**src/swsaa_defs.svh**
```systemverilog
// constants for the single-wire slave access arbiter
`ifndef SWSAA_DEFS_SVH
`define SWSAA_DEFS_SVH

`define SWSAA_CLK_MHZ 25

`define SWSAA_T_RST_STD_US 120
`define SWSAA_T_RST_OVD_US 16
`define SWSAA_T_RST_LONG_US 690
`define SWSAA_T_SAMPLE_MS 666
`define SWSAA_T_SAMP_STD_US 30
`define SWSAA_T_SAMP_OVD_US 3
`define SWSAA_T_PWAIT_STD_US 30
`define SWSAA_T_PWAIT_OVD_US 3
`define SWSAA_T_PLOW_STD_US 120
`define SWSAA_T_PLOW_OVD_US 12

`define SWSAA_CYC_RST_STD (`SWSAA_T_RST_STD_US * `SWSAA_CLK_MHZ)
`define SWSAA_CYC_RST_OVD (`SWSAA_T_RST_OVD_US * `SWSAA_CLK_MHZ)
`define SWSAA_CYC_RST_LONG (`SWSAA_T_RST_LONG_US * `SWSAA_CLK_MHZ)
`define SWSAA_CYC_SAMPLE (`SWSAA_T_SAMPLE_MS * 1000 * `SWSAA_CLK_MHZ)
`define SWSAA_CYC_SAMP_STD (`SWSAA_T_SAMP_STD_US * `SWSAA_CLK_MHZ)
`define SWSAA_CYC_SAMP_OVD (`SWSAA_T_SAMP_OVD_US * `SWSAA_CLK_MHZ)
`define SWSAA_CYC_PWAIT_STD (`SWSAA_T_PWAIT_STD_US * `SWSAA_CLK_MHZ)
`define SWSAA_CYC_PWAIT_OVD (`SWSAA_T_PWAIT_OVD_US * `SWSAA_CLK_MHZ)
`define SWSAA_CYC_PLOW_STD (`SWSAA_T_PLOW_STD_US * `SWSAA_CLK_MHZ)
`define SWSAA_CYC_PLOW_OVD (`SWSAA_T_PLOW_OVD_US * `SWSAA_CLK_MHZ)

`define SWSAA_ROM_SKIP 8'hcc
`define SWSAA_ROM_OVD_SKIP 8'h3c
`define SWSAA_FN_CLEAR 8'h96
`define SWSAA_FN_FORCED 8'h55
`define SWSAA_FN_START 8'hcc

`define SWSAA_REG_CTRL 8'h00
`define SWSAA_REG_STATUS 8'h04
`define SWSAA_REG_TXDATA 8'h08
`define SWSAA_REG_RXDATA 8'h0c

`define SWSAA_CTRL_MISSION 0
`define SWSAA_CTRL_ALARM 1
`define SWSAA_CTRL_TXMODE 2
`define SWSAA_CTRL_SAMPLE 3
`define SWSAA_STAT_OVD 0
`define SWSAA_STAT_BUSY 1
`define SWSAA_STAT_COLL 2
`define SWSAA_STAT_PHASE 4
`define SWSAA_STAT_ROM 8
`define SWSAA_STAT_FUNC 16
`define SWSAA_RX_FULL 8

`define SWSAA_RESP_OKAY 2'b00
`define SWSAA_RESP_SLVERR 2'b10
`define SWSAA_TXDATA_RESET 8'hff

`endif

```
**src/swsaa_pkg.sv**
```systemverilog
// types shared by the single-wire slave access arbiter
package swsaa_pkg;

  typedef enum logic [2:0] {
    st_wait, st_rst, st_pwait, st_plow, st_rom, st_func, st_data
  } swsaa_state_t;

  typedef enum logic [2:0] {
    sel_ctrl, sel_status, sel_txdata, sel_rxdata, sel_none
  } swsaa_sel_t;

  typedef struct packed {
    swsaa_state_t st;
    logic ovd;
    logic coll;
    logic spoil;
    logic [23:0] busy_cnt;
    logic [11:0] slot_cnt;
    logic in_slot;
    logic tx_slot;
    logic dq_oe_n;
    logic [7:0] shreg;
    logic [2:0] bitn;
    logic [7:0] rom_cmd;
    logic [7:0] func_cmd;
    logic [7:0] rx_byte;
    logic rx_valid;
  } swsaa_core_t;

  typedef struct packed {
    logic s1;
    logic s2;
    logic s3;
    logic [15:0] low_cnt;
    logic fall;
    logic rise;
    logic rst_det;
    logic long_det;
  } swsaa_rx_t;

  typedef struct packed {
    logic awready;
    logic wready;
    logic aw_held;
    logic w_held;
    logic [7:0] awaddr;
    logic [31:0] wdata;
    logic [3:0] wstrb;
    logic bvalid;
    logic [1:0] bresp;
    logic arready;
    logic rvalid;
    logic [31:0] rdata;
    logic [1:0] rresp;
    logic mission;
    logic alarm_wait;
    logic tx_mode;
    logic [7:0] txdata;
    logic sample_start;
    logic coll_clr;
    logic [7:0] rx_byte;
    logic rx_full;
  } swsaa_regs_t;

endpackage

```
**src/swsaa_core_if.sv**
```systemverilog
// register side to line side signals
`timescale 1ns/1ps
`default_nettype none
interface swsaa_core_if;
  logic mission;
  logic alarm_wait;
  logic tx_mode;
  logic sample_start;
  logic coll_clr;
  logic [7:0] txdata;
  logic ovd;
  logic busy;
  logic coll;
  logic [2:0] phase;
  logic [7:0] rom_cmd;
  logic [7:0] func_cmd;
  logic [7:0] rx_byte;
  logic rx_valid;

  modport regs (
    output mission, alarm_wait, tx_mode, sample_start, coll_clr, txdata,
    input ovd, busy, coll, phase, rom_cmd, func_cmd, rx_byte, rx_valid
  );
  modport core (
    input mission, alarm_wait, tx_mode, sample_start, coll_clr, txdata,
    output ovd, busy, coll, phase, rom_cmd, func_cmd, rx_byte, rx_valid
  );
endinterface
`default_nettype wire

```
**src/swsaa_line_rx.sv**
```systemverilog
// line synchroniser, edge events and low-time reset detection
`timescale 1ns/1ps
`default_nettype none
`include "swsaa_defs.svh"
module swsaa_line_rx #(
  parameter int unsigned LONG_RST_CYC = `SWSAA_CYC_RST_LONG
) (
  input wire logic aclk,
  input wire logic aresetn,
  input wire logic dq_i,
  input wire logic ovd,
  input wire logic self_drive,
  output logic level,
  output logic fall,
  output logic rise,
  output logic rst_det,
  output logic long_det
);
  import swsaa_pkg::*;

  swsaa_rx_t r;
  swsaa_rx_t next_r;
  logic [15:0] thr;

  always_comb begin
    next_r = r;
    next_r.s1 = dq_i;
    next_r.s2 = r.s1;
    next_r.s3 = r.s2;
    next_r.fall = r.s3 && !r.s2;
    next_r.rise = !r.s3 && r.s2;
    thr = ovd ? 16'(`SWSAA_CYC_RST_OVD) : 16'(`SWSAA_CYC_RST_STD);
    // own presence pulse must not look like a reset
    if (r.s2 || self_drive) begin
      next_r.low_cnt = 16'h0;
    end else if (r.low_cnt != 16'hffff) begin
      next_r.low_cnt = r.low_cnt + 16'h1;
    end
    next_r.rst_det = (r.low_cnt == thr);
    next_r.long_det = (r.low_cnt == 16'(LONG_RST_CYC));
  end

  always_ff @(posedge aclk) begin
    if (!aresetn) begin
      r <= '{s1: 1'b1, s2: 1'b1, s3: 1'b1, default: '0};
    end else begin
      r <= next_r;
    end
  end

  assign level = r.s2;
  assign fall = r.fall;
  assign rise = r.rise;
  assign rst_det = r.rst_det;
  assign long_det = r.long_det;
endmodule
`default_nettype wire

```
**src/swsaa_axil_regs.sv**
```systemverilog
// axi4-lite register slave
`timescale 1ns/1ps
`default_nettype none
`include "swsaa_defs.svh"
module swsaa_axil_regs (
  input wire logic aclk,
  input wire logic aresetn,
  input wire logic [7:0] s_axi_awaddr,
  input wire logic s_axi_awvalid,
  output logic s_axi_awready,
  input wire logic [31:0] s_axi_wdata,
  input wire logic [3:0] s_axi_wstrb,
  input wire logic s_axi_wvalid,
  output logic s_axi_wready,
  output logic [1:0] s_axi_bresp,
  output logic s_axi_bvalid,
  input wire logic s_axi_bready,
  input wire logic [7:0] s_axi_araddr,
  input wire logic s_axi_arvalid,
  output logic s_axi_arready,
  output logic [31:0] s_axi_rdata,
  output logic [1:0] s_axi_rresp,
  output logic s_axi_rvalid,
  input wire logic s_axi_rready,
  swsaa_core_if.regs cif
);
  import swsaa_pkg::*;

  swsaa_regs_t r;
  swsaa_regs_t next_r;
  swsaa_sel_t wsel;
  swsaa_sel_t rsel;

  function automatic swsaa_sel_t reg_sel(input logic [7:0] addr);
    if (addr == `SWSAA_REG_CTRL) begin
      return sel_ctrl;
    end else if (addr == `SWSAA_REG_STATUS) begin
      return sel_status;
    end else if (addr == `SWSAA_REG_TXDATA) begin
      return sel_txdata;
    end else if (addr == `SWSAA_REG_RXDATA) begin
      return sel_rxdata;
    end else begin
      return sel_none;
    end
  endfunction

  always_comb begin
    next_r = r;
    next_r.sample_start = 1'b0;
    next_r.coll_clr = 1'b0;
    wsel = reg_sel(r.awaddr);
    rsel = reg_sel(s_axi_araddr);
    if (s_axi_awvalid && r.awready) begin
      next_r.aw_held = 1'b1;
      next_r.awready = 1'b0;
      next_r.awaddr = s_axi_awaddr;
    end
    if (s_axi_wvalid && r.wready) begin
      next_r.w_held = 1'b1;
      next_r.wready = 1'b0;
      next_r.wdata = s_axi_wdata;
      next_r.wstrb = s_axi_wstrb;
    end
    if (r.aw_held && r.w_held && !r.bvalid) begin
      next_r.aw_held = 1'b0;
      next_r.w_held = 1'b0;
      next_r.bvalid = 1'b1;
      next_r.bresp = (wsel == sel_none) ? `SWSAA_RESP_SLVERR : `SWSAA_RESP_OKAY;
      if (r.wstrb[0]) begin
        if (wsel == sel_ctrl) begin
          next_r.mission = r.wdata[`SWSAA_CTRL_MISSION];
          next_r.alarm_wait = r.wdata[`SWSAA_CTRL_ALARM];
          next_r.tx_mode = r.wdata[`SWSAA_CTRL_TXMODE];
          next_r.sample_start = r.wdata[`SWSAA_CTRL_SAMPLE];
        end else if (wsel == sel_status) begin
          next_r.coll_clr = r.wdata[`SWSAA_STAT_COLL];
        end else if (wsel == sel_txdata) begin
          next_r.txdata = r.wdata[7:0];
        end
      end
    end
    if (r.bvalid && s_axi_bready) begin
      next_r.bvalid = 1'b0;
      next_r.awready = 1'b1;
      next_r.wready = 1'b1;
    end
    if (s_axi_arvalid && r.arready) begin
      next_r.arready = 1'b0;
      next_r.rvalid = 1'b1;
      next_r.rresp = (rsel == sel_none) ? `SWSAA_RESP_SLVERR : `SWSAA_RESP_OKAY;
      next_r.rdata = 32'h0;
      if (rsel == sel_ctrl) begin
        next_r.rdata[`SWSAA_CTRL_MISSION] = r.mission;
        next_r.rdata[`SWSAA_CTRL_ALARM] = r.alarm_wait;
        next_r.rdata[`SWSAA_CTRL_TXMODE] = r.tx_mode;
      end else if (rsel == sel_status) begin
        next_r.rdata[`SWSAA_STAT_OVD] = cif.ovd;
        next_r.rdata[`SWSAA_STAT_BUSY] = cif.busy;
        next_r.rdata[`SWSAA_STAT_COLL] = cif.coll;
        next_r.rdata[`SWSAA_STAT_PHASE +: 3] = cif.phase;
        next_r.rdata[`SWSAA_STAT_ROM +: 8] = cif.rom_cmd;
        next_r.rdata[`SWSAA_STAT_FUNC +: 8] = cif.func_cmd;
      end else if (rsel == sel_txdata) begin
        next_r.rdata[7:0] = r.txdata;
      end else if (rsel == sel_rxdata) begin
        next_r.rdata[7:0] = r.rx_byte;
        next_r.rdata[`SWSAA_RX_FULL] = r.rx_full;
        next_r.rx_full = 1'b0;
      end
    end
    if (r.rvalid && s_axi_rready) begin
      next_r.rvalid = 1'b0;
      next_r.arready = 1'b1;
    end
    // a byte landing with the read keeps the full flag
    if (cif.rx_valid) begin
      next_r.rx_full = 1'b1;
      next_r.rx_byte = cif.rx_byte;
    end
  end

  always_ff @(posedge aclk) begin
    if (!aresetn) begin
      r <= '{awready: 1'b1, wready: 1'b1, arready: 1'b1,
             txdata: `SWSAA_TXDATA_RESET, default: '0};
    end else begin
      r <= next_r;
    end
  end

  assign s_axi_awready = r.awready;
  assign s_axi_wready = r.wready;
  assign s_axi_bvalid = r.bvalid;
  assign s_axi_bresp = r.bresp;
  assign s_axi_arready = r.arready;
  assign s_axi_rvalid = r.rvalid;
  assign s_axi_rdata = r.rdata;
  assign s_axi_rresp = r.rresp;
  assign cif.mission = r.mission;
  assign cif.alarm_wait = r.alarm_wait;
  assign cif.tx_mode = r.tx_mode;
  assign cif.txdata = r.txdata;
  assign cif.sample_start = r.sample_start;
  assign cif.coll_clr = r.coll_clr;
endmodule
`default_nettype wire

```
**src/swsaa_top.sv**
```systemverilog
// single-wire slave front end with sampling arbitration
// Function
// - sampling has priority over bus commands
// - reset and ROM commands survive sampling
// - refuse start, forced, clear during mission
// - one sampling event blocks up to 666ms
// - colliding scratchpad write returns CRC all ones
// - colliding scratchpad read returns all-ones bytes
// - colliding copy looks rejected or unfinished
// - colliding memory read returns all-ones bytes
// - colliding stop-mission shows status all ones
// - one master; device only ever slave
// - slots start at master falling edge
// - line driven open drain only
// - long low time is a reset
// - reset, ROM, function, data in order
// - reset pulse answered with presence pulse
// - ROM commands are eight bits
// - reset of 690us clears overdrive flag
`timescale 1ns/1ps
`default_nettype none
`include "swsaa_defs.svh"
module swsaa_top #(
  parameter int unsigned LONG_RST_CYC = `SWSAA_CYC_RST_LONG,
  parameter int unsigned SAMPLE_CYC = `SWSAA_CYC_SAMPLE
) (
  input wire logic aclk,
  input wire logic aresetn,
  input wire logic dq_i,
  output logic dq_o,
  output logic dq_oe_n,
  input wire logic [7:0] s_axi_awaddr,
  input wire logic s_axi_awvalid,
  output logic s_axi_awready,
  input wire logic [31:0] s_axi_wdata,
  input wire logic [3:0] s_axi_wstrb,
  input wire logic s_axi_wvalid,
  output logic s_axi_wready,
  output logic [1:0] s_axi_bresp,
  output logic s_axi_bvalid,
  input wire logic s_axi_bready,
  input wire logic [7:0] s_axi_araddr,
  input wire logic s_axi_arvalid,
  output logic s_axi_arready,
  output logic [31:0] s_axi_rdata,
  output logic [1:0] s_axi_rresp,
  output logic s_axi_rvalid,
  input wire logic s_axi_rready
);
  import swsaa_pkg::*;

  swsaa_core_t r;
  swsaa_core_t next_r;
  logic lnk_level;
  logic lnk_fall;
  logic lnk_rise;
  logic lnk_rst;
  logic lnk_long;
  logic blk;
  logic coll_set;
  logic refused;
  logic [7:0] rx_next;

  swsaa_core_if cif ();

  function automatic logic [11:0] cyc(input logic ovd, input int unsigned std_c,
                                      input int unsigned ovd_c);
    return ovd ? 12'(ovd_c - 1) : 12'(std_c - 1);
  endfunction

  function automatic logic refusable(input logic [7:0] code);
    return (code == `SWSAA_FN_CLEAR) || (code == `SWSAA_FN_FORCED) ||
           (code == `SWSAA_FN_START);
  endfunction

  swsaa_line_rx #(
    .LONG_RST_CYC(LONG_RST_CYC)
  ) u_line_rx (
    .aclk(aclk),
    .aresetn(aresetn),
    .dq_i(dq_i),
    .ovd(r.ovd),
    .self_drive(!r.dq_oe_n),
    .level(lnk_level),
    .fall(lnk_fall),
    .rise(lnk_rise),
    .rst_det(lnk_rst),
    .long_det(lnk_long)
  );

  swsaa_axil_regs u_regs (
    .aclk(aclk),
    .aresetn(aresetn),
    .s_axi_awaddr(s_axi_awaddr),
    .s_axi_awvalid(s_axi_awvalid),
    .s_axi_awready(s_axi_awready),
    .s_axi_wdata(s_axi_wdata),
    .s_axi_wstrb(s_axi_wstrb),
    .s_axi_wvalid(s_axi_wvalid),
    .s_axi_wready(s_axi_wready),
    .s_axi_bresp(s_axi_bresp),
    .s_axi_bvalid(s_axi_bvalid),
    .s_axi_bready(s_axi_bready),
    .s_axi_araddr(s_axi_araddr),
    .s_axi_arvalid(s_axi_arvalid),
    .s_axi_arready(s_axi_arready),
    .s_axi_rdata(s_axi_rdata),
    .s_axi_rresp(s_axi_rresp),
    .s_axi_rvalid(s_axi_rvalid),
    .s_axi_rready(s_axi_rready),
    .cif(cif)
  );

  always_comb begin
    next_r = r;
    next_r.rx_valid = 1'b0;
    coll_set = 1'b0;
    rx_next = {lnk_level, r.shreg[7:1]};
    refused = refusable(rx_next) && (cif.mission || cif.alarm_wait);
    // reset and rom phases stay outside the blocking window
    blk = (r.busy_cnt != 24'h0) && (r.st == st_func || r.st == st_data);
    if (r.busy_cnt != 24'h0) begin
      next_r.busy_cnt = r.busy_cnt - 24'h1;
    end else if (cif.sample_start && (cif.mission || cif.alarm_wait)) begin
      next_r.busy_cnt = 24'(SAMPLE_CYC);
    end
    if (lnk_long) begin
      next_r.ovd = 1'b0;
    end
    if (lnk_rst) begin
      next_r.st = st_rst;
      next_r.dq_oe_n = 1'b1;
      next_r.in_slot = 1'b0;
      next_r.spoil = 1'b0;
    end else begin
      case (r.st)
        st_rst: begin
          if (lnk_rise) begin
            next_r.st = st_pwait;
            next_r.slot_cnt = 12'h0;
          end
        end
        st_pwait: begin
          next_r.slot_cnt = r.slot_cnt + 12'h1;
          if (r.slot_cnt == cyc(r.ovd, `SWSAA_CYC_PWAIT_STD, `SWSAA_CYC_PWAIT_OVD)) begin
            next_r.st = st_plow;
            next_r.slot_cnt = 12'h0;
            next_r.dq_oe_n = 1'b0;
          end
        end
        st_plow: begin
          next_r.slot_cnt = r.slot_cnt + 12'h1;
          if (r.slot_cnt == cyc(r.ovd, `SWSAA_CYC_PLOW_STD, `SWSAA_CYC_PLOW_OVD)) begin
            next_r.st = st_rom;
            next_r.dq_oe_n = 1'b1;
            next_r.bitn = 3'h0;
            next_r.in_slot = 1'b0;
          end
        end
        st_rom, st_func, st_data: begin
          if (lnk_fall && !r.in_slot) begin
            next_r.in_slot = 1'b1;
            next_r.slot_cnt = 12'h0;
            next_r.tx_slot = (r.st == st_data) && cif.tx_mode;
            if (blk) begin
              coll_set = 1'b1;
              next_r.spoil = 1'b1;
            end
            // a spoiled transfer keeps the line released so bytes read as ones
            if (next_r.tx_slot && !blk && !r.spoil && !cif.txdata[r.bitn]) begin
              next_r.dq_oe_n = 1'b0;
            end
          end else if (r.in_slot) begin
            next_r.slot_cnt = r.slot_cnt + 12'h1;
            if (r.slot_cnt == cyc(r.ovd, `SWSAA_CYC_SAMP_STD, `SWSAA_CYC_SAMP_OVD)) begin
              next_r.in_slot = 1'b0;
              next_r.dq_oe_n = 1'b1;
              if (r.tx_slot) begin
                next_r.bitn = r.bitn + 3'h1;
              end else if (!blk) begin
                next_r.shreg = rx_next;
                next_r.bitn = r.bitn + 3'h1;
                if (r.bitn == 3'h7) begin
                  if (r.st == st_rom) begin
                    next_r.rom_cmd = rx_next;
                    if (rx_next == `SWSAA_ROM_SKIP) begin
                      next_r.st = st_func;
                    end else if (rx_next == `SWSAA_ROM_OVD_SKIP) begin
                      next_r.st = st_func;
                      next_r.ovd = 1'b1;
                    end else begin
                      next_r.st = st_wait;
                    end
                  end else if (r.st == st_func) begin
                    next_r.func_cmd = rx_next;
                    if (refused) begin
                      next_r.st = st_wait;
                    end else begin
                      next_r.st = st_data;
                      if (rx_next == `SWSAA_FN_FORCED && r.busy_cnt == 24'h0) begin
                        next_r.busy_cnt = 24'(SAMPLE_CYC);
                      end
                    end
                  end else begin
                    next_r.rx_byte = rx_next;
                    next_r.rx_valid = 1'b1;
                  end
                end
              end
            end
          end
        end
        default: begin
          next_r.dq_oe_n = 1'b1;
        end
      endcase
    end
    // set wins over clear
    if (cif.coll_clr) begin
      next_r.coll = 1'b0;
    end
    if (coll_set) begin
      next_r.coll = 1'b1;
    end
  end

  always_ff @(posedge aclk) begin
    if (!aresetn) begin
      r <= '{st: st_wait, dq_oe_n: 1'b1, default: '0};
    end else begin
      r <= next_r;
    end
  end

  // open-drain: only ever pulls low
  assign dq_o = 1'b0;
  assign dq_oe_n = r.dq_oe_n;
  assign cif.ovd = r.ovd;
  assign cif.busy = (r.busy_cnt != 24'h0);
  assign cif.coll = r.coll;
  assign cif.phase = 3'(r.st);
  assign cif.rom_cmd = r.rom_cmd;
  assign cif.func_cmd = r.func_cmd;
  assign cif.rx_byte = r.rx_byte;
  assign cif.rx_valid = r.rx_valid;

  a_ovd_cleared: assert property (
    @(posedge aclk) disable iff (!aresetn) lnk_long |=> !r.ovd)
    else $error("overdrive flag not cleared by long reset");

  a_reset_taken: assert property (
    @(posedge aclk) disable iff (!aresetn) lnk_rst |=> (r.st == st_rst) && r.dq_oe_n)
    else $error("reset not taken");

  a_presence_low: assert property (
    @(posedge aclk) disable iff (!aresetn)
    (r.st == st_pwait) ##1 (r.st == st_plow) |-> !r.dq_oe_n [*2])
    else $error("presence pulse not driven");

  a_drive_cause: assert property (
    @(posedge aclk) disable iff (!aresetn)
    $fell(r.dq_oe_n) |-> $past(lnk_fall) || $past(r.st == st_pwait))
    else $error("line driven without master slot or presence");

  a_blocked_released: assert property (
    @(posedge aclk) disable iff (!aresetn)
    $fell(r.dq_oe_n) && (r.st == st_data) |-> !$past(blk) && !$past(r.spoil))
    else $error("line driven while sampling blocks the bus");

  a_refuse_cmd: assert property (
    @(posedge aclk) disable iff (!aresetn)
    ($past(r.st) == st_func) && (r.st == st_data) |->
      !(refusable(r.func_cmd) && $past(cif.mission || cif.alarm_wait)))
    else $error("refusable command accepted during mission");

  a_sample_length: assert property (
    @(posedge aclk) disable iff (!aresetn)
    $rose(r.busy_cnt != 24'h0) |-> r.busy_cnt == 24'(SAMPLE_CYC))
    else $error("sampling window length wrong");

  a_rom_only_skip: assert property (
    @(posedge aclk) disable iff (!aresetn)
    ($past(r.st) == st_rom) && (r.st == st_func) |->
      (r.rom_cmd == `SWSAA_ROM_SKIP) || (r.rom_cmd == `SWSAA_ROM_OVD_SKIP))
    else $error("function phase entered without a valid rom command");

  a_coll_sticky: assert property (
    @(posedge aclk) disable iff (!aresetn)
    coll_set |=> r.coll ##1 (r.coll || $past(cif.coll_clr)))
    else $error("collision flag lost");

  a_blocked_ignore: assert property (
    @(posedge aclk) disable iff (!aresetn)
    blk && !r.tx_slot && r.in_slot |=> $stable(r.shreg))
    else $error("write slot taken while sampling blocks the bus");
endmodule
`default_nettype wire

```
**config.mk**
```make
export PLATFORM = sky130hd
export DESIGN_NAME = swsaa_top
export DESIGN_NICKNAME = d
export VERILOG_FILES = /design/src/swsaa_pkg.sv /design/src/swsaa_core_if.sv /design/src/swsaa_line_rx.sv /design/src/swsaa_axil_regs.sv /design/src/swsaa_top.sv
export VERILOG_INCLUDE_DIRS = /design/src
export SDC_FILE = /design/constraint.sdc
export NUM_CORES = 1
export LEC_CHECK = 0
export BUFFER_PORTS_ARGS = -buffer_cell sky130_fd_sc_hd__buf_4
export CELL_PAD_IN_SITES_DETAIL_PLACEMENT = 1
export CELL_PAD_IN_SITES_GLOBAL_PLACEMENT = 1
export CORE_MARGIN = 4
export CORE_UTILIZATION = 37
export DETAILED_ROUTE_END_ITERATION = 10
export PLACE_DENSITY_LB_ADDON = 0.1
export SYNTH_ARGS = -nofsm -noshare
export SYNTH_HDL_FRONTEND = slang
export SYNTH_SLANG_ARGS = --single-unit
```
**constraint.sdc**
```tcl
create_clock -name aclk -period 2.6 [get_ports aclk]
set_clock_uncertainty 0.15 [all_clocks]
set_input_delay 0.13 -clock aclk [delete_from_list [all_inputs] [get_ports aclk]]
set_output_delay 0.13 -clock aclk [all_outputs]
set_load 0.005 [all_outputs]
```
==> run summary, run 1 <==
CLOCK NETWORK
--------------------------------------------------------------------------------
Clk Tree Root Cell                                                  sky130_fd_sc_hd__clkbuf_16
Number of buffers between clock root and the deepest sink                      2
Reg clk slew, reported paths                                             0.07 ns
# clock sinks                                                                175
Number of CTS-inserted buffers                                                17
CTS tree                                                                    done
Clock latency on the worst-skew pair                                     0.44 ns
Number of H-tree branching levels                                              4

SYNTH
--------------------------------------------------------------------------------
Post-Synthesis Cells                                                         906
Post-synthesis cell type count                                                66
Number of warnings issued by yosys                                             0
Syn_area_per_cell                                                    9.126 sq um
Number of enable-type register cells in the synthesized netlist                0
Top_reg_cell synth                                                  sky130_fd_sc_hd__dfxtp_1
Synthesized area                                                      8268 sq um
Flip-flop and latch count after synthesis                                    175
Share of synthesized area occupied by flip-flops and latches              42.37%
Post-synth ARST share                                                         0%

WORST SETUP PATH
--------------------------------------------------------------------------------
Max incr delay on CP                                                     0.54 ns
Worst reg2reg path startpoint                                              r[48]
R2R Path End                                                        cif.rom_cmd[5]
Cell breakdown of the critical path                                 or4b_1 > a21oi_2 > and4_2 > nand4_4 > or4_1 > buf_4 > mux2i_1
Crit start category                                                         flop
Worst R2R Path Depth                                                           7
Cell type group with the largest total delay on the critical path   simple AND/OR/NAND/NOR gates
Arrival time at the worst endpoint                                       2.73 ns
Critical Path Slowest Stage Cell                                    sky130_fd_sc_hd__or4b_1
Worst Setup End Kind                                                        flop
Sum of buffers and inverters on the critical path                              1
Slack of the worst reg-to-reg path                                       0.05 ns
Worst-path maximum fanout                                                      8
Required arrival time at the worst endpoint                              2.77 ns
Setup Crit Path Kind                                                     reg2reg

FINISH
--------------------------------------------------------------------------------
Antenna cells                                                                  0
Most common cell after layout, fill and taps aside                  sky130_fd_sc_hd__dfxtp_1
Area growth from synthesis to layout                                      21.44%
Filler-free cell count of the finished design                               1291
Fraction of layout cells with a size suffix above 1                       16.72%
Commonest cells after routing, fill and taps aside                  175 x sky130_fd_sc_hd__dfxtp_1, 106 x sky130_fd_sc_hd__buf_4, 85 x sky130_fd_sc_hd__nand2_1
Cell area after layout                                               10040 sq um
Final-stage net count                                                       1066

TIMING
--------------------------------------------------------------------------------
Hold slack                                                            0.02969 ns
Final max-slew violation count                                                 0
Slew headroom                                                             50.93%
Max Freq                                                               391.7 MHz
Period utilization                                                        98.19%
RSZ-0062 raised after global routing                                         yes
Final Setup Violations                                                         0
Time the final worst path needs with I/O delays and setup               2.553 ns
Hold violation count in the final report                                       0
Transition time of the tightest slew-check pin                         0.7361 ns

WORST HOLD PATH
--------------------------------------------------------------------------------
Worst hold start                                                    s_axi_araddr[2]
Path class of the lowest-slack min-delay path                             in2reg
Hold EP                                                              u_regs.r[0]
Worst Hold Depth                                                               4

FLOORPLAN
--------------------------------------------------------------------------------
Floorplan row count                                                           54
Die Ht                                                                  157.5 um
Die Outline Area                                                     24800 sq um
I/O pin count                                                                103
Initial cell density of the core                                          37.77%
Die Wd                                                                  157.5 um
Floorplan Core Area                                                  21890 sq um

ROUTE
--------------------------------------------------------------------------------
Detailed-route wire length on metal 1                                   10610 um
Uppermost signal routing layer after detailed routing                       met4
Total iterations of the first detailed-routing run                             4
Final routed DRC violation total                                               0
Vias                                                                        6736
Antenna-violating nets left                                                    0
Routed wire length per instance                                         17.06 um
Number of DRC violations after detailed-routing iteration 0                  295
Met3 routed wirelength                                                    881 um
Detailed Route WL                                                       22020 um
Detail Route met2 WL                                                    10290 um
Number of vias per cell                                                    5.218

PLACE
--------------------------------------------------------------------------------
HPWL Detailed                                                           15700 um
Count of input and output buffers                                             64
Dpl cells                                                                   1221
Placer congestion estimate                                                0.8527
Placed Area                                                           9055 sq um

GLOBAL ROUTING
--------------------------------------------------------------------------------
Total grt overflow                                                             0
First-pass GRT wire length                                              36780 um
Via count of the first global-routing pass                                  6986
Overall fraction of global-route tracks in use                            18.39%
Number of antenna violations at the first check in global routing              0
Maximum number of pins on one net before global-route repair                  80

POWER
--------------------------------------------------------------------------------
Leak                                                                    3.826 nW
Highest ir drop seen on vdd                                             378.6 uV
Power per cell area                                                 687.8 nW/um^2

JOB
--------------------------------------------------------------------------------
Max-capacitance violation count                                                0

OUTCOME
--------------------------------------------------------------------------------
Outcome                                                             finished, final reports clean

[worst max path at each step]
stage	to	depth (start not counted)	start	slack, ns
finish	cif.rom_cmd[5]	7	r[48]	0.05
global route	cif.rom_cmd[5]	7	r[48]	-0.04
global placement	cif.rom_cmd[5]	7	r[48]	0.05
floorplan	cif.rom_cmd[0]	8	cif.ovd	0.14
CTS	cif.rom_cmd[5]	7	r[48]	0.03
detailed placement	cif.func_cmd[6]	7	r[63]	-0.06
[worst min-delay path, delay by kind of cell]
kind	cells	cell delay (ns)
buffers and inverters	1	0.17
AOI/OAI and AO/OA	1	0.07
and+or+nand+nor	2	0.20
[synth_stat cells (7+ instances only)]
cell | instances | area, sq um
sky130_fd_sc_hd__xor2_1 | 19 | 166.4
sky130_fd_sc_hd__nor2b_1 | 67 | 419.2
sky130_fd_sc_hd__nand2_1 | 85 | 319.1
sky130_fd_sc_hd__mux2i_1 | 65 | 650.6
sky130_fd_sc_hd__a31oi_1 | 7 | 43.79
sky130_fd_sc_hd__inv_1 | 14 | 52.55
sky130_fd_sc_hd__and3_1 | 14 | 87.58
sky130_fd_sc_hd__nor4_1 | 7 | 43.79
sky130_fd_sc_hd__buf_4 | 40 | 300.3
sky130_fd_sc_hd__nand2b_1 | 12 | 75.07
sky130_fd_sc_hd__nor3_1 | 20 | 100.1
sky130_fd_sc_hd__o21a_1 | 12 | 90.09
sky130_fd_sc_hd__a211oi_1 | 9 | 67.56
sky130_fd_sc_hd__nand4_1 | 11 | 68.82
sky130_fd_sc_hd__xnor2_1 | 14 | 122.6
sky130_fd_sc_hd__nand3_1 | 29 | 145.1
sky130_fd_sc_hd__a22oi_1 | 21 | 157.7
sky130_fd_sc_hd__o21ai_0 | 9 | 45.04
sky130_fd_sc_hd__a21boi_0 | 22 | 165.2
sky130_fd_sc_hd__clkbuf_1 | 41 | 153.9
sky130_fd_sc_hd__dfxtp_1 | 175 | 3503
sky130_fd_sc_hd__a21oi_1 | 22 | 110.1
sky130_fd_sc_hd__ha_1 | 7 | 87.58
sky130_fd_sc_hd__nor3b_1 | 7 | 52.55
sky130_fd_sc_hd__nor2_1 | 83 | 311.6
[cell type report]
| type | count | area, sq um |
|---|---|---|
| inverters | 14 | 52.55 |
| flip-flops and latches | 175 | 3503 |
| clock buffers | 19 | 442.9 |
| fillers | 2526 | 11850 |
| repair buffers | 148 | 1246 |
| multi-input cells | 643 | 4320 |
| well taps | 280 | 350.3 |
| clock inverters | 12 | 125.1 |
[flip-flops by register name, indices dropped and copies added, names as in the netlist, 3 cells and up]
name / count
cif.rom_cmd: 8
cif.phase: 3
cif.func_cmd: 8
cif.rx_byte: 8
u_regs.r: 28
u_line_rx.r: 17
u_regs.cif.txdata: 8
r: 49
u_regs.s_axi_rdata: 24
[what timing repair did]
item	in CTS	in global routing
resized for setup	2	5
hold endpoints to repair	43	0
hold buffers	39	0
buffers inserted	0	0
endpoints found under the setup margin	16	32
pin swaps	0	0
[per-stage QoR]
| stage | setup WS (ns) | TNS [ns] | util [%] | power, W |
|---|---|---|---|---|
| after floorplan | 0.1423 | 0 | - | 0.003912 |
| after global placement | 0.04694 | 0 | 41.36 | 0.004316 |
| after detailed placement | -0.05865 | -0.7704 | 41.36 | 0.004392 |
| after CTS | 0.02524 | 0 | 45.78 | 0.006987 |
| after global routing | -0.04158 | -0.3816 | 45.87 | 0.007281 |
| final | 0.04693 | 0 | 45.87 | 0.006906 |
[per-layer routing]
metal  track usage (%)  vias to the layer above
li1                  -                     3313
met1             24.53                     3295
met2             30.41                      106
met3             3.987                       22
met4             4.629                        0
met5                 0                        -
[logic make-up (layout without fill, tap and decap cells)]
family	after synthesis	count (layout)	synth area share, %
adder cells (fa/ha/maj)	7	7	1.059
AND/OR/NAND/NOR	389	389	25.65
buffers and inverters	98	193	6.386
other	1	11	0.04536
flip-flops	175	175	42.37
AO/OA/AOI/OAI	128	128	11.08
XOR/XNOR	33	33	3.496
multiplexers	75	75	9.912
[where the power goes]
group | internal [W] | switching, W | leakage (nW)
combinational | 0.000663 | 0.000758 | 2.14
clock | 0.00136 | 0.00116 | 0.269
sequential | 0.00281 | 0.000148 | 1.42
total | 0.00484 | 0.00206 | 3.83
No activity file was read; power rests on OpenSTA's default activity.
==> run 2: changes to the inputs <==
==> constraint.sdc (replaced) <==
create_clock -name aclk -period 2.3 [get_ports aclk]
set_clock_uncertainty 0.15 [all_clocks]
set_input_delay 0.115 -clock aclk [delete_from_list [all_inputs] [get_ports aclk]]
set_output_delay 0.115 -clock aclk [all_outputs]
set_load 0.005 [all_outputs]
==> run 2 against run 1 <==
Against the previous run: the run now ends with setup timing left; power up 23%; die area unchanged; core utilization up 3.6 points; worst hold slack better by 0.038 ns; first-iteration DRC count down 8.1%; sequential share of layout area down 2.5 points; flip-flop and latch count unchanged; non-clock buffer count up 63; global-route usage up 0.66 points; maximum frequency up 5.3%; clock power up 14%; critical endpoint is now cif.phase[1]; highest routed layer unchanged.
==> run summary, run 2 (synthesis gave the netlist of run 1 again) <==
WORST SETUP PATH
--------------------------------------------------------------------------------
CP Launch Point                                                            r[48]
Worst Setup End Kind                                                        flop
Crit start category                                                         flop
Required arrival time at the worst endpoint                              2.51 ns
Setup Crit Path Kind                                                     reg2reg
Arrival time at the worst endpoint                                       2.63 ns
Worst reg2reg path startpoint                                              r[48]
R2R Path End                                                        cif.phase[1]
Worst R2R Path Depth                                                           7
Worst-path maximum fanout                                                      5
Slack of the worst reg-to-reg path                                      -0.13 ns

PLACE
--------------------------------------------------------------------------------
Placer congestion estimate                                                0.8385
HPWL Detailed                                                           16710 um
Count of input and output buffers                                             64
Dpl cells                                                                   1273

FLOORPLAN
--------------------------------------------------------------------------------
Die Wd                                                                  157.5 um
Floorplan Core Area                                                  21890 sq um
Die Outline Area                                                     24800 sq um
Floorplan row count                                                           54
I/O pin count                                                                103
Die Ht                                                                  157.5 um
Initial cell density of the core                                          37.77%

TIMING
--------------------------------------------------------------------------------
Final Setup Violations                                                        46
Transition time of the tightest slew-check pin                         0.6426 ns
Hold violation count in the final report                                       0
Max Freq                                                               412.3 MHz
Hold slack                                                            0.06775 ns
RSZ-0062 raised after global routing                                         yes
Final TNS setup                                                        -2.691 ns
Final max-slew violation count                                                 0
Period utilization                                                        105.5%
Slew headroom                                                             57.03%
Final Worst Setup Slack                                               -0.1257 ns
Time the final worst path needs with I/O delays and setup               2.426 ns

POWER
--------------------------------------------------------------------------------
Switching pwr                                                         0.002672 W
Highest ir drop seen on vdd                                             459.8 uV
Power per cell area                                                 781.7 nW/um^2
Combinational group share of total power                                   26.8%
Total Power Consumption                                               0.008471 W
Leak                                                                    4.244 nW
Clock share of power                                                       33.9%
Fraction of power spent switching nets                                    31.54%
Sequential power share                                                     39.2%
Internal power component                                              0.005799 W

FINISH
--------------------------------------------------------------------------------
Commonest cells after routing, fill and taps aside                  167 x sky130_fd_sc_hd__dfxtp_1, 157 x sky130_fd_sc_hd__buf_4, 85 x sky130_fd_sc_hd__nand2_1
Most common cell after layout, fill and taps aside                  sky130_fd_sc_hd__dfxtp_1
Filler-free cell count of the finished design                               1355
Final-stage net count                                                       1129
Largest reg by FF count                                                        r
Multi-input logic area                                                4579 sq um
Filler cell count                                                           2479
Fraction of layout cells with a size suffix above 1                       25.86%
Antenna cells                                                                  0
Number of flip-flops in the largest register                                  49
Sequential cell area                                                  3513 sq um
Area growth from synthesis to layout                                      31.07%

ROUTE
--------------------------------------------------------------------------------
Final routed DRC violation total                                               0
Total iterations of the first detailed-routing run                             4
Routed wire length per instance                                         17.42 um
Antenna-violating nets left                                                    0
Detailed Route WL                                                       23600 um
Number of DRC violations after detailed-routing iteration 0                  271
Vias                                                                        7028
Number of vias per cell                                                    5.187

CLOCK NETWORK
--------------------------------------------------------------------------------
Clk Tree Root Cell                                                  sky130_fd_sc_hd__clkbuf_16
CTS tree                                                                    done
Number of buffers between clock root and the deepest sink                      2
Clock latency on the worst-skew pair                                     0.44 ns
Number of CTS-inserted buffers                                                17
Reg clk slew, reported paths                                             0.07 ns
Number of H-tree branching levels                                              4
# clock sinks                                                                175

GLOBAL ROUTING
--------------------------------------------------------------------------------
Via count of the first global-routing pass                                  7433
Global-route met1 utilization                                             23.99%
Number of antenna violations at the first check in global routing              0
Maximum number of pins on one net before global-route repair                  85
Met3 usage in global routing                                              3.272%
First-pass GRT wire length                                              38070 um
Overall fraction of global-route tracks in use                            19.05%
Total grt overflow                                                             0
Busiest metal layer after global routing                                    met2
GR met2 Demand/Resource                                                   33.48%

WORST HOLD PATH
--------------------------------------------------------------------------------
Path class of the lowest-slack min-delay path                             in2reg
Hold EP                                                             u_regs.s_axi_rdata[21]
Worst hold start                                                    s_axi_araddr[0]
Worst Hold Depth                                                               5

OUTCOME
--------------------------------------------------------------------------------
Violations in the final reports                                     setup timing
Outcome                                                             finished, violations left

JOB
--------------------------------------------------------------------------------
Max-capacitance violation count                                                0

run 2: cell count changes in the layout (fill, tap and decap cells not counted), sizes merged:
| cell | before | now |
|---|---|---|
| inv | 20 | 21 |
| clkinvlp | 3 | 1 |
| buf | 109 | 172 |
| clkinv | 2 | 5 |
| bufinv | 1 | 0 |
run 2: worst max path at each step:
stage | to | slack [ns] | cells past startpoint
global route | cif.rom_cmd[6] | -0.20 | 6
global placement | cif.func_cmd[0] | -0.31 | 9
finish | cif.phase[1] | -0.13 | 7
CTS | cif.rom_cmd[6] | -0.19 | 7
floorplan | cif.rom_cmd[0] | -0.13 | 8
detailed placement | cif.func_cmd[3] | -0.41 | 9
run 2: power by group through the flow:
stage	clock [W]	combinational, W	sequential [W]
CTS	0.00295	0.00210	0.00331
detailed placement	0	0.00195	0.00337
finish	0.00288	0.00227	0.00332
global route	0.00308	0.00247	0.00335
floorplan	0	0.00111	0.00336
global placement	0	0.00186	0.00336
run 2: final cells by class:
| type | count | area share (%) |
|---|---|---|
| inverter | 14 | 0.4849 |
| clock buffer | 19 | 4.087 |
| clock inverter | 13 | 1.316 |
| timing repair buffer | 211 | 16.20 |
| sequential | 175 | 32.42 |
| tap | 280 | 3.233 |
| multi-input combinational | 643 | 42.26 |
run 2: routing by layer:
layer	up-vias	share of wire, %
met5	-	0
met4	0	1.8
met3	29	2.6
met2	98	50
met1	3445	46
li1	3456	-
run 2: critical path, stage by stage (launching register included):
cell                       delay, ns
sky130_fd_sc_hd__dfxtp_2        0.33
sky130_fd_sc_hd__or4b_4         0.54
sky130_fd_sc_hd__a21oi_4        0.20
sky130_fd_sc_hd__and4_4         0.28
sky130_fd_sc_hd__buf_6          0.13
sky130_fd_sc_hd__a211oi_2       0.06
sky130_fd_sc_hd__or4_1          0.51
sky130_fd_sc_hd__a21oi_1        0.14
run 2: metrics by stage:
stage	instance area, sq um	worst slack (ns)	utilization (%)
CTS	10600	-0.1852	48.42
global route	10840	-0.2037	49.50
detailed placement	9478	-0.4061	43.30
finish	10840	-0.1257	49.50
floorplan	8367	-0.1283	-
global placement	9478	-0.3093	43.30
run 2: what timing repair did:
action | CTS | global route
buffers inserted | 3 | 8
hold buffers | 39 | 0
setup endpoints to repair | 64 | 76
gates cloned | 0 | 1
gates resized for setup | 29 | 44
pin swaps | 8 | 35
hold endpoints to repair | 42 | 0
